===== config.mk =====
export PLATFORM = sky130hd
export DESIGN_NAME = pssf_flags
export DESIGN_NICKNAME = d
export VERILOG_FILES = /design/src/logic/pssf_pkg.sv /design/src/logic/pssf_flags.sv /design/src/logic/pssf_pulse_gen.sv
export SDC_FILE = /design/constraint.sdc
export NUM_CORES = 1
export LEC_CHECK = 0
export BUFFER_PORTS_ARGS = -buffer_cell sky130_fd_sc_hd__clkbuf_2
export CAP_MARGIN = 20
export CORE_AREA = 3 3 114 171
export CTS_CLUSTER_SIZE = 28
export DETAILED_ROUTE_END_ITERATION = 8
export DIE_AREA = 0 0 117 174
export PLACE_DENSITY_LB_ADDON = 0.2
export SYNTH_ARGS = -nofsm -noshare
export SYNTH_HDL_FRONTEND = slang
export SYNTH_SLANG_ARGS = --single-unit

===== constraint.sdc =====
create_clock -name clk_i -period 2.8 [get_ports clk_i]
set_input_delay 0.28 -clock clk_i [delete_from_list [all_inputs] [get_ports clk_i]]
set_output_delay 0.28 -clock clk_i [all_outputs]
set_load 0.03 [all_outputs]

===== src/logic/pssf_pkg.sv =====
// Constants shared by the special status flag bank.
package pssf_pkg;

   // ****************************************************************
   // Time base
   // ****************************************************************
   localparam int CLK_HZ = 50000000;
   localparam int MS_PER_S = 1000;
   localparam int TICK_CYCLES = CLK_HZ / MS_PER_S;
   localparam int HALF_10MS_MS = 5;
   localparam int HALF_100MS_MS = 50;
   localparam int HALF_1S_MS = 500;
   localparam int HALF_1MIN_S = 30;
   localparam int HALF_1MIN_MS = HALF_1MIN_S * MS_PER_S;

   // ****************************************************************
   // Register offsets (word index)
   // ****************************************************************
   localparam logic [3:0] REG_STATUS = 4'h0;
   localparam logic [3:0] REG_CTRL = 4'h1;
   localparam logic [3:0] REG_CLEAR = 4'h2;
   localparam logic [3:0] REG_BATT_THR = 4'h3;
   localparam logic [3:0] REG_OUTAGE_ALLOW = 4'h4;
   localparam logic [3:0] REG_LOSS_UNIT = 4'h5;
   localparam logic [3:0] REG_ARITH_RES = 4'h6;

   // ****************************************************************
   // Status word bit positions
   // ****************************************************************
   localparam int ST_RUN_NO = 0;
   localparam int ST_RUN_NC = 1;
   localparam int ST_INIT_NO = 2;
   localparam int ST_INIT_NC = 3;
   localparam int ST_ERR_SUM = 4;
   localparam int ST_BATT_LOW = 5;
   localparam int ST_BATT_LATCH = 6;
   localparam int ST_MOMENTARY = 7;
   localparam int ST_PF_DET = 8;
   localparam int ST_SUPPLY = 9;
   localparam int ST_P10MS = 10;
   localparam int ST_P100MS = 11;
   localparam int ST_P1S = 12;
   localparam int ST_P1MIN = 13;
   localparam int ST_RTC = 14;
   localparam int ST_INSTR_DONE = 15;

   // Control, clear and arithmetic-flag positions.
   localparam int CT_XFER_PERMIT = 0;
   localparam int CT_CARRY = 1;
   localparam int CT_ZERO = 2;
   localparam int CT_BORROW = 3;
   localparam int CL_MOMENTARY = 0;
   localparam int CL_BATT_LATCH = 1;
   localparam int CL_PF_DET = 2;

   // ****************************************************************
   // Reset values
   // ****************************************************************
   localparam logic [15:0] RST_BATT_THR = 16'h0bb8;
   localparam logic [15:0] RST_OUTAGE_ALLOW = 16'h000a;

   typedef enum logic [1:0] {
      PSSF_OP_ADD = 2'b00,
      PSSF_OP_SUB = 2'b01,
      PSSF_OP_SHL = 2'b10,
      PSSF_OP_SHR = 2'b11
   } pssf_op_t;

   typedef enum logic [1:0] {
      PSSF_STOP = 2'b00,
      PSSF_FIRST_SCAN = 2'b01,
      PSSF_RUN = 2'b10
   } pssf_mode_t;

endpackage


===== src/logic/pssf_flags.sv =====
// Special status and clock flag bank with its register port.
`timescale 1ns/1ps
module pssf_flags
   import pssf_pkg::*;
#(
   parameter int TICK_CYC = TICK_CYCLES,
   parameter int H10MS = HALF_10MS_MS,
   parameter int H100MS = HALF_100MS_MS,
   parameter int H1S = HALF_1S_MS,
   parameter int H1MIN = HALF_1MIN_MS,
   parameter int UNITS = 8
) (
   input wire logic clk_i,
   input wire logic resetn_i,
   input wire logic [3:0] addr_i,
   input wire logic [15:0] wdata_i,
   input wire logic wr_i,
   input wire logic rd_i,
   output logic [15:0] rdata_o,
   input wire logic run_switch_i,
   input wire logic scan_end_i,
   input wire logic param_error_flag_i,
   input wire logic syntax_error_flag_i,
   input wire logic circuit_error_flag_i,
   input wire logic operation_error_flag_i,
   input wire logic [15:0] battery_level_i,
   input wire logic power_ok_i,
   input wire logic [UNITS-1:0] supply_fail_i,
   input wire logic arith_valid_i,
   input wire logic [1:0] arith_op_i,
   input wire logic [15:0] arith_a_i,
   input wire logic [15:0] arith_b_i,
   input wire logic instr_start_i,
   input wire logic instr_done_i,
   input wire logic xfer_active_i,
   input wire logic irq_pending_i,
   output logic irq_service_o,
   output logic run_monitor_no_o,
   output logic run_monitor_nc_o,
   output logic initial_pulse_no_o,
   output logic initial_pulse_nc_o,
   output logic error_summary_flag_o,
   output logic pulse_10ms_o,
   output logic pulse_100ms_o,
   output logic pulse_1s_o,
   output logic pulse_1min_o,
   output logic [15:0] arith_result_o
);

   // ****************************************************************
   // Helpers
   // ****************************************************************

   // Lowest failing unit wins when several drop together.
   function automatic logic [15:0] lowest_set(input logic [UNITS-1:0] v);
      logic [15:0] idx;
      idx = '0;
      for (int i = UNITS - 1; i >= 0; i--) begin
         if (v[i]) begin
            idx = 16'(i);
         end
      end
      return idx;
   endfunction

   function automatic logic sel(input logic [3:0] a, input logic [3:0] r);
      return a == r;
   endfunction

   localparam int TCW = $clog2(TICK_CYC + 1);
   localparam logic [TCW-1:0] TICK_LAST = TCW'(TICK_CYC - 1);

   // ****************************************************************
   // Millisecond time base
   // ****************************************************************
   logic [TCW-1:0] tick_count;
   logic ms_tick;

   always_ff @(posedge clk_i or negedge resetn_i) begin
      if (!resetn_i) begin
         tick_count <= '0;
         ms_tick <= 1'b0;
      end else if (tick_count == TICK_LAST) begin
         tick_count <= '0;
         ms_tick <= 1'b1;
      end else begin
         tick_count <= tick_count + 1'b1;
         ms_tick <= 1'b0;
      end
   end

   // ****************************************************************
   // Clock pulse flags
   // ****************************************************************
   pssf_pulse_gen #(.HALF_TICKS(H10MS)) u_p10ms (
      .clk_i(clk_i),
      .resetn_i(resetn_i),
      .tick_i(ms_tick),
      .pulse_o(pulse_10ms_o)
   );
   pssf_pulse_gen #(.HALF_TICKS(H100MS)) u_p100ms (
      .clk_i(clk_i),
      .resetn_i(resetn_i),
      .tick_i(ms_tick),
      .pulse_o(pulse_100ms_o)
   );
   pssf_pulse_gen #(.HALF_TICKS(H1S)) u_p1s (
      .clk_i(clk_i),
      .resetn_i(resetn_i),
      .tick_i(ms_tick),
      .pulse_o(pulse_1s_o)
   );
   pssf_pulse_gen #(.HALF_TICKS(H1MIN)) u_p1min (
      .clk_i(clk_i),
      .resetn_i(resetn_i),
      .tick_i(ms_tick),
      .pulse_o(pulse_1min_o)
   );

   // ****************************************************************
   // Register write decode
   // ****************************************************************
   logic wr_ctrl;
   logic wr_clear;
   logic [15:0] battery_threshold_reg;
   logic [15:0] outage_allow_time_reg;
   logic [15:0] supply_loss_unit_reg;

   assign wr_ctrl = wr_i && sel(addr_i, REG_CTRL);
   assign wr_clear = wr_i && sel(addr_i, REG_CLEAR);

   // Status, loss unit and result words have no write path at all.
   always_ff @(posedge clk_i or negedge resetn_i) begin
      if (!resetn_i) begin
         battery_threshold_reg <= RST_BATT_THR;
         outage_allow_time_reg <= RST_OUTAGE_ALLOW;
      end else if (wr_i) begin
         if (sel(addr_i, REG_BATT_THR)) begin
            battery_threshold_reg <= wdata_i;
         end
         if (sel(addr_i, REG_OUTAGE_ALLOW)) begin
            outage_allow_time_reg <= wdata_i;
         end
      end
   end

   // ****************************************************************
   // Power supervision
   // ****************************************************************
   logic [15:0] outage_ms;
   logic outage_long;
   logic fault_stop;
   logic momentary_outage_flag;
   logic power_fail_detected_flag;
   logic power_was_ok;
   logic outage_start;

   assign outage_start = power_was_ok && !power_ok_i;
   assign outage_long = !power_ok_i && (outage_ms > outage_allow_time_reg);

   always_ff @(posedge clk_i or negedge resetn_i) begin
      if (!resetn_i) begin
         power_was_ok <= 1'b1;
         outage_ms <= '0;
      end else begin
         power_was_ok <= power_ok_i;
         if (power_ok_i) begin
            outage_ms <= '0;
         end else if (ms_tick && outage_ms != 16'hffff) begin
            outage_ms <= outage_ms + 16'h0001;
         end
      end
   end

   // A short outage only flags; execution carries on.
   always_ff @(posedge clk_i or negedge resetn_i) begin
      if (!resetn_i) begin
         momentary_outage_flag <= 1'b0;
      end else if (outage_start) begin
         momentary_outage_flag <= 1'b1;
      end else if (wr_clear && wdata_i[CL_MOMENTARY]) begin
         momentary_outage_flag <= 1'b0;
      end
   end

   always_ff @(posedge clk_i or negedge resetn_i) begin
      if (!resetn_i) begin
         power_fail_detected_flag <= 1'b0;
      end else if (outage_long) begin
         power_fail_detected_flag <= 1'b0;
      end else if (outage_start) begin
         power_fail_detected_flag <= 1'b1;
      end else if (wr_clear && wdata_i[CL_PF_DET]) begin
         power_fail_detected_flag <= 1'b0;
      end
   end

   // A long outage forces stop until the run switch is cycled.
   always_ff @(posedge clk_i or negedge resetn_i) begin
      if (!resetn_i) begin
         fault_stop <= 1'b0;
      end else if (outage_long) begin
         fault_stop <= 1'b1;
      end else if (!run_switch_i) begin
         fault_stop <= 1'b0;
      end
   end

   // ****************************************************************
   // Run mode and scan tracking
   // ****************************************************************
   pssf_mode_t mode;
   pssf_mode_t next_mode;
   logic run_req;
   logic to_stop;

   assign run_req = run_switch_i && !fault_stop && !outage_long;
   assign to_stop = (mode != PSSF_STOP) && !run_req;

   always_comb begin
      next_mode = mode;
      unique case (mode)
         PSSF_STOP: begin
            if (run_req) begin
               next_mode = PSSF_FIRST_SCAN;
            end
         end
         PSSF_FIRST_SCAN: begin
            if (!run_req) begin
               next_mode = PSSF_STOP;
            end else if (scan_end_i) begin
               next_mode = PSSF_RUN;
            end
         end
         PSSF_RUN: begin
            if (!run_req) begin
               next_mode = PSSF_STOP;
            end
         end
         default: begin
            next_mode = PSSF_STOP;
         end
      endcase
   end

   always_ff @(posedge clk_i or negedge resetn_i) begin
      if (!resetn_i) begin
         mode <= PSSF_STOP;
      end else begin
         mode <= next_mode;
      end
   end

   assign run_monitor_no_o = (mode != PSSF_STOP);
   assign run_monitor_nc_o = ~run_monitor_no_o;
   assign initial_pulse_no_o = (mode == PSSF_FIRST_SCAN);
   assign initial_pulse_nc_o = ~initial_pulse_no_o;

   // ****************************************************************
   // Error, battery and supply flags
   // ****************************************************************
   logic battery_low_flag;
   logic battery_error_latch;
   logic supply_loss_flag;

   assign error_summary_flag_o = param_error_flag_i | syntax_error_flag_i |
      circuit_error_flag_i | operation_error_flag_i;
   assign battery_low_flag = battery_level_i < battery_threshold_reg;
   assign supply_loss_flag = |supply_fail_i;

   always_ff @(posedge clk_i or negedge resetn_i) begin
      if (!resetn_i) begin
         battery_error_latch <= 1'b0;
      end else if (battery_low_flag) begin
         battery_error_latch <= 1'b1;
      end else if (wr_clear && wdata_i[CL_BATT_LATCH]) begin
         battery_error_latch <= 1'b0;
      end
   end

   // The last unit number stays readable after the supply returns.
   always_ff @(posedge clk_i or negedge resetn_i) begin
      if (!resetn_i) begin
         supply_loss_unit_reg <= '0;
      end else if (supply_loss_flag) begin
         supply_loss_unit_reg <= lowest_set(supply_fail_i);
      end
   end

   // ****************************************************************
   // Arithmetic flags
   // ****************************************************************
   logic signed [16:0] sum_wide;
   logic signed [16:0] diff_wide;
   logic zero_result_flag;
   logic borrow_result_flag;
   logic carry_result_flag;

   assign sum_wide = {arith_a_i[15], arith_a_i} + {arith_b_i[15], arith_b_i};
   assign diff_wide = {arith_a_i[15], arith_a_i} - {arith_b_i[15], arith_b_i};

   always_ff @(posedge clk_i or negedge resetn_i) begin
      if (!resetn_i) begin
         arith_result_o <= '0;
      end else if (arith_valid_i) begin
         unique case (pssf_op_t'(arith_op_i))
            PSSF_OP_ADD: arith_result_o <= sum_wide[15:0];
            PSSF_OP_SUB: arith_result_o <= diff_wide[15:0];
            PSSF_OP_SHL: arith_result_o <= {arith_a_i[14:0], 1'b0};
            PSSF_OP_SHR: arith_result_o <= {1'b0, arith_a_i[15:1]};
         endcase
      end
   end

   // Wrapped results compare to zero, as the stored value would.
   always_ff @(posedge clk_i or negedge resetn_i) begin
      if (!resetn_i) begin
         zero_result_flag <= 1'b0;
      end else if (to_stop) begin
         zero_result_flag <= 1'b0;
      end else if (arith_valid_i && arith_op_i == PSSF_OP_ADD) begin
         zero_result_flag <= sum_wide[15:0] == 16'h0000;
      end else if (arith_valid_i && arith_op_i == PSSF_OP_SUB) begin
         zero_result_flag <= diff_wide[15:0] == 16'h0000;
      end else if (wr_ctrl) begin
         zero_result_flag <= wdata_i[CT_ZERO];
      end
   end

   always_ff @(posedge clk_i or negedge resetn_i) begin
      if (!resetn_i) begin
         borrow_result_flag <= 1'b0;
      end else if (to_stop) begin
         borrow_result_flag <= 1'b0;
      end else if (arith_valid_i && arith_op_i == PSSF_OP_SUB) begin
         borrow_result_flag <= diff_wide[16] != diff_wide[15] &&
            diff_wide[16];
      end else if (wr_ctrl) begin
         borrow_result_flag <= wdata_i[CT_BORROW];
      end
   end

   // Carry, like the zero and borrow flags, may also be preset by software.
   always_ff @(posedge clk_i or negedge resetn_i) begin
      if (!resetn_i) begin
         carry_result_flag <= 1'b0;
      end else if (to_stop) begin
         carry_result_flag <= 1'b0;
      end else if (arith_valid_i && arith_op_i == PSSF_OP_ADD) begin
         carry_result_flag <= sum_wide[16] != sum_wide[15] &&
            !sum_wide[16];
      end else if (arith_valid_i && arith_op_i == PSSF_OP_SHL) begin
         carry_result_flag <= arith_a_i[15];
      end else if (arith_valid_i && arith_op_i == PSSF_OP_SHR) begin
         carry_result_flag <= arith_a_i[0];
      end else if (wr_ctrl) begin
         carry_result_flag <= wdata_i[CT_CARRY];
      end
   end

   // ****************************************************************
   // Instruction completion and transfer interrupt permit
   // ****************************************************************
   logic instr_complete_flag;
   logic transfer_irq_permit;

   always_ff @(posedge clk_i or negedge resetn_i) begin
      if (!resetn_i) begin
         instr_complete_flag <= 1'b0;
      end else if (instr_done_i) begin
         instr_complete_flag <= 1'b1;
      end else if (to_stop || instr_start_i) begin
         instr_complete_flag <= 1'b0;
      end
   end

   always_ff @(posedge clk_i or negedge resetn_i) begin
      if (!resetn_i) begin
         transfer_irq_permit <= 1'b0;
      end else if (wr_ctrl) begin
         transfer_irq_permit <= wdata_i[CT_XFER_PERMIT];
      end
   end

   // Without permit a pending interrupt waits for the transfer to end.
   assign irq_service_o = irq_pending_i &&
      (!xfer_active_i || transfer_irq_permit);

   // ****************************************************************
   // Register read port
   // ****************************************************************
   logic [15:0] status_word;
   logic [15:0] ctrl_word;
   logic [15:0] next_rdata;

   always_comb begin
      status_word = '0;
      status_word[ST_RUN_NO] = run_monitor_no_o;
      status_word[ST_RUN_NC] = run_monitor_nc_o;
      status_word[ST_INIT_NO] = initial_pulse_no_o;
      status_word[ST_INIT_NC] = initial_pulse_nc_o;
      status_word[ST_ERR_SUM] = error_summary_flag_o;
      status_word[ST_BATT_LOW] = battery_low_flag;
      status_word[ST_BATT_LATCH] = battery_error_latch;
      status_word[ST_MOMENTARY] = momentary_outage_flag;
      status_word[ST_PF_DET] = power_fail_detected_flag;
      status_word[ST_SUPPLY] = supply_loss_flag;
      status_word[ST_P10MS] = pulse_10ms_o;
      status_word[ST_P100MS] = pulse_100ms_o;
      status_word[ST_P1S] = pulse_1s_o;
      status_word[ST_P1MIN] = pulse_1min_o;
      status_word[ST_RTC] = 1'b1;
      status_word[ST_INSTR_DONE] = instr_complete_flag;
   end

   always_comb begin
      ctrl_word = '0;
      ctrl_word[CT_XFER_PERMIT] = transfer_irq_permit;
      ctrl_word[CT_CARRY] = carry_result_flag;
      ctrl_word[CT_ZERO] = zero_result_flag;
      ctrl_word[CT_BORROW] = borrow_result_flag;
   end

   // Unmapped words read zero so unused positions stay inert.
   always_comb begin
      next_rdata = '0;
      unique case (addr_i)
         REG_STATUS: next_rdata = status_word;
         REG_CTRL: next_rdata = ctrl_word;
         REG_BATT_THR: next_rdata = battery_threshold_reg;
         REG_OUTAGE_ALLOW: next_rdata = outage_allow_time_reg;
         REG_LOSS_UNIT: next_rdata = supply_loss_unit_reg;
         REG_ARITH_RES: next_rdata = arith_result_o;
         default: next_rdata = '0;
      endcase
   end

   always_ff @(posedge clk_i or negedge resetn_i) begin
      if (!resetn_i) begin
         rdata_o <= '0;
      end else if (rd_i) begin
         rdata_o <= next_rdata;
      end else begin
         rdata_o <= '0;
      end
   end

endmodule


===== src/logic/pssf_pulse_gen.sv =====
// Square-wave generator stepped by the millisecond tick.
`timescale 1ns/1ps
module pssf_pulse_gen #(
   parameter int HALF_TICKS = 5
) (
   input wire logic clk_i,
   input wire logic resetn_i,
   input wire logic tick_i,
   output logic pulse_o
);
   localparam int CW = $clog2(HALF_TICKS + 1);
   localparam logic [CW-1:0] LAST = CW'(HALF_TICKS - 1);

   logic [CW-1:0] count;

   // Equal halves come from toggling after every HALF_TICKS ticks.
   always_ff @(posedge clk_i or negedge resetn_i) begin
      if (!resetn_i) begin
         count <= '0;
         pulse_o <= 1'b0;
      end else if (tick_i) begin
         if (count == LAST) begin
            count <= '0;
            pulse_o <= ~pulse_o;
         end else begin
            count <= count + 1'b1;
         end
      end
   end
endmodule


==> results_dict.tcl <==
set metrics [dict create \
    ys_warn_count 0 \
    drc 0 \
    fin_nets 1329 \
    final_common_cell "dfrtp_1" \
    p_int_mw 4.45 \
    start_util_pct 53.0 \
    r2r-end "borrow_result_flag" \
    routed.top_layer "met4" \
    synthCells 976 \
    ff2ff_path_depth 9 \
    synth-edff-count 0 \
    holdPathEnd "instr_complete_flag" \
    syn_area_per_cell_um2 9.79 \
    clockBufferDepth 2 \
    ys.flop_type "dfrtp_1" \
    die_width_um 117 \
    crit_fanout 3 \
    rows 60 \
    hp-class "in -> reg" \
    hold_viol_final 0 \
    power_density_nw_per_um2 551 \
    dpl.hpwl_mm 19.6 \
    cp.required_ps 3160 \
    die_area_um2 20400 \
    n_antenna_cell 0 \
    sw_frac_of_total_pct 29.9 \
    status "finished clean" \
    final-setup-viol-count 0 \
    tightest_slew_ps 836 \
    drtPass1Iterations 6 \
    antenna_found_initial 0 \
    post_cts.repair.setup_buffers 0 \
    die_y_um 174 \
    via_per_inst 5.71 \
    synth-simple-area-share_pct 16.5 \
    clkLatencyLatePin_ps 420 \
    h-tree-depth 4 \
    placed_area_um2 10900 \
    async_flop_share_pct 100 \
    met3_length_mm 1.04 \
    drt-met1-wl_mm 9.41 \
    cts-root-buf "clkbuf_16" \
    combPwrFrac_pct 23.2 \
    relSlewSlack_pct 44.1 \
    wl_per_cell_um 17.7 \
    dp_slack_ps -406 \
    num_vias 7953 \
    skew_ps 9.37 \
    setup_ws_ps 111 \
    seq_area_frac_synth_pct 39.2 \
    clkPwrFrac_pct 37.0 \
    grt_usage_pct 24.6 \
    switching_power_mw 1.90 \
    port_buffers 135 \
    rsz0062_at_grt "true" \
    drive_gt1_share_pct 27.5 \
    cp-start-kind "primary input" \
    power_mw 6.35 \
    ir_drop_mv 0.393 \
    end_kind "register" \
    synthAdderAreaFrac_pct 9.72 \
    critPathArrivalTime_ps 3050 \
    core_um2 18000 \
    p_leak_nw 5.55 \
    hold_start "instr_done_i" \
    grt_pass1_wl_mm 39.2 \
    synth_nets 1143 \
    synthMuxAreaShare_pct 9.00 \
    wl_met2_mm 13.3 \
    whs_ps 44.2 \
    seq_power_share_pct 39.8 \
    fmax_mhz 372 \
    synth_cell_type_count 76 \
    ios 136 \
    synth_top_family_by_area "simple AND/OR/NAND/NOR gates" \
    first_iter_violations 511 \
    finalMaxSlewViolations 0 \
    grt_max_degree 70 \
    r2r_slack_ps 150 \
    synth_seq_cells 149 \
    utilization_pct 64.0 \
    maxCapViolations 0 \
    design_area_um2 11500 \
    whs_path_depth 2 \
    numClockSinks 149 \
    grt_pass1_vias 8039 \
    cts_tree "done" \
    synth_compound_gate_area_share_pct 13.0 \
    period_share_pct 96.0 \
    overflow 0 \
    place_congestion 0.915 \
    layout_min_cycle_time_ps 2690 \
    final_cell_mix "dfrtp_1, clkbuf_2, nor2_1" \
    drt-total-wl_mm 24.7 \
    path_clk_slew_ps 60 \
    synth_area_um2 9550 \
    synth_xor_area_share_pct 7.06 \
    syn_to_final_growth_pct 20.7 \
    postRouteAntennaNets 0 \
    crit_type "in -> reg" \
    cts_made_buffers 17 \
    worstReg2RegStart "outage_ms[5]" \
]
worst max-delay path by stage:
| stage | cells past startpoint | start | to | slack (ps) |
|---|---|---|---|---|
| after detailed placement | 13 | arith_a_i[0] | zero_result_flag | -410 |
| after global routing | 14 | arith_a_i[0] | zero_result_flag | -40 |
| after floorplan | 11 | arith_b_i[1] | zero_result_flag | 30 |
| final | 14 | arith_a_i[0] | zero_result_flag | 110 |
| after CTS | 10 | outage_allow_time_reg[1] | borrow_result_flag | 10 |
| after global placement | 13 | arith_a_i[0] | zero_result_flag | -340 |
cells in the mapped netlist, drive strengths merged, types with 10 or more instances:
| library cell | count | area share, % |
|---|---|---|
| nand3 | 25 | 1.3 |
| mux4 | 10 | 2.4 |
| dfrtp | 139 | 36 |
| mux2 | 43 | 5.1 |
| nand4 | 23 | 1.5 |
| nand2 | 61 | 2.4 |
| mux2i | 15 | 1.6 |
| a21o | 16 | 1.3 |
| nor2b | 18 | 1.2 |
| o21ai | 29 | 1.5 |
| clkbuf | 26 | 1.0 |
| and3 | 10 | 0.66 |
| nor4 | 10 | 0.66 |
| o21bai | 10 | 0.79 |
| nor2 | 84 | 3.3 |
| dfstp | 10 | 2.8 |
| nor3 | 20 | 1.0 |
| inv | 80 | 3.1 |
| a21oi | 56 | 3.0 |
| xnor2 | 49 | 4.5 |
| nand2b | 13 | 0.85 |
| a222oi | 11 | 1.2 |
| buf | 14 | 1.3 |
| ha | 71 | 9.3 |
| xor2 | 28 | 2.6 |
repair_timing:
item | CTS | global route
setup endpoints to repair | 0 | 5
hold endpoints to repair | 61 | 0
hold buffers | 1 | 0
resized for setup | 0 | 10
power groups by stage:
stage | logic [mW] | clock network (mW) | registers, mW
after CTS | 1.47 | 2.39 | 2.53
after detailed placement | 1.46 | 0 | 2.57
after global routing | 1.61 | 2.50 | 2.55
final | 1.47 | 2.35 | 2.53
after floorplan | 0.852 | 0 | 2.59
after global placement | 1.43 | 0 | 2.56
logic make-up (layout without fill, tap and decap cells):
group | Yosys count | count (layout)
flip-flops | 149 | 149
buffers and inverters | 120 | 319
adder cells (fa/ha/maj) | 73 | 73
multiplexers | 68 | 68
XOR/XNOR | 77 | 77
AND/OR/NAND/NOR | 307 | 307
AO/OA/AOI/OAI | 182 | 182
worst max-delay path, cell delays in order:
cell	delay [ps]
clkbuf_2	130
inv_1	70
ha_1	160
inv_1	60
fa_1	370
a21o_1	220
nand4_1	140
a21oi_1	130
o41ai_1	320
buf_4	190
xnor2_1	70
or4b_1	490
nor4b_2	270
o211a_1	160
cell type report:
cell class	instances	area, um^2
multi-input combinational	707	5350
clock buffer	19	443
fill	1514	6490
sequential	149	3740
timing repair buffer	207	1250
tap	217	272
clock inverter	13	173
inverter	80	300
layer usage:
metal	GRT usage [%]	up-vias
li1	-	3837
met1	27.5	3832
met2	44.8	226
met3	3.73	58
met4	10.7	0
met5	0	-
stage by stage:
stage,cells,TNS [ps]
global placement,1359,-917
floorplan,976,0
detailed placement,1359,-1250
finish,1392,0
global route,1392,-44.9
CTS,1392,0
Note: power is estimated with default switching activity, not from simulation.
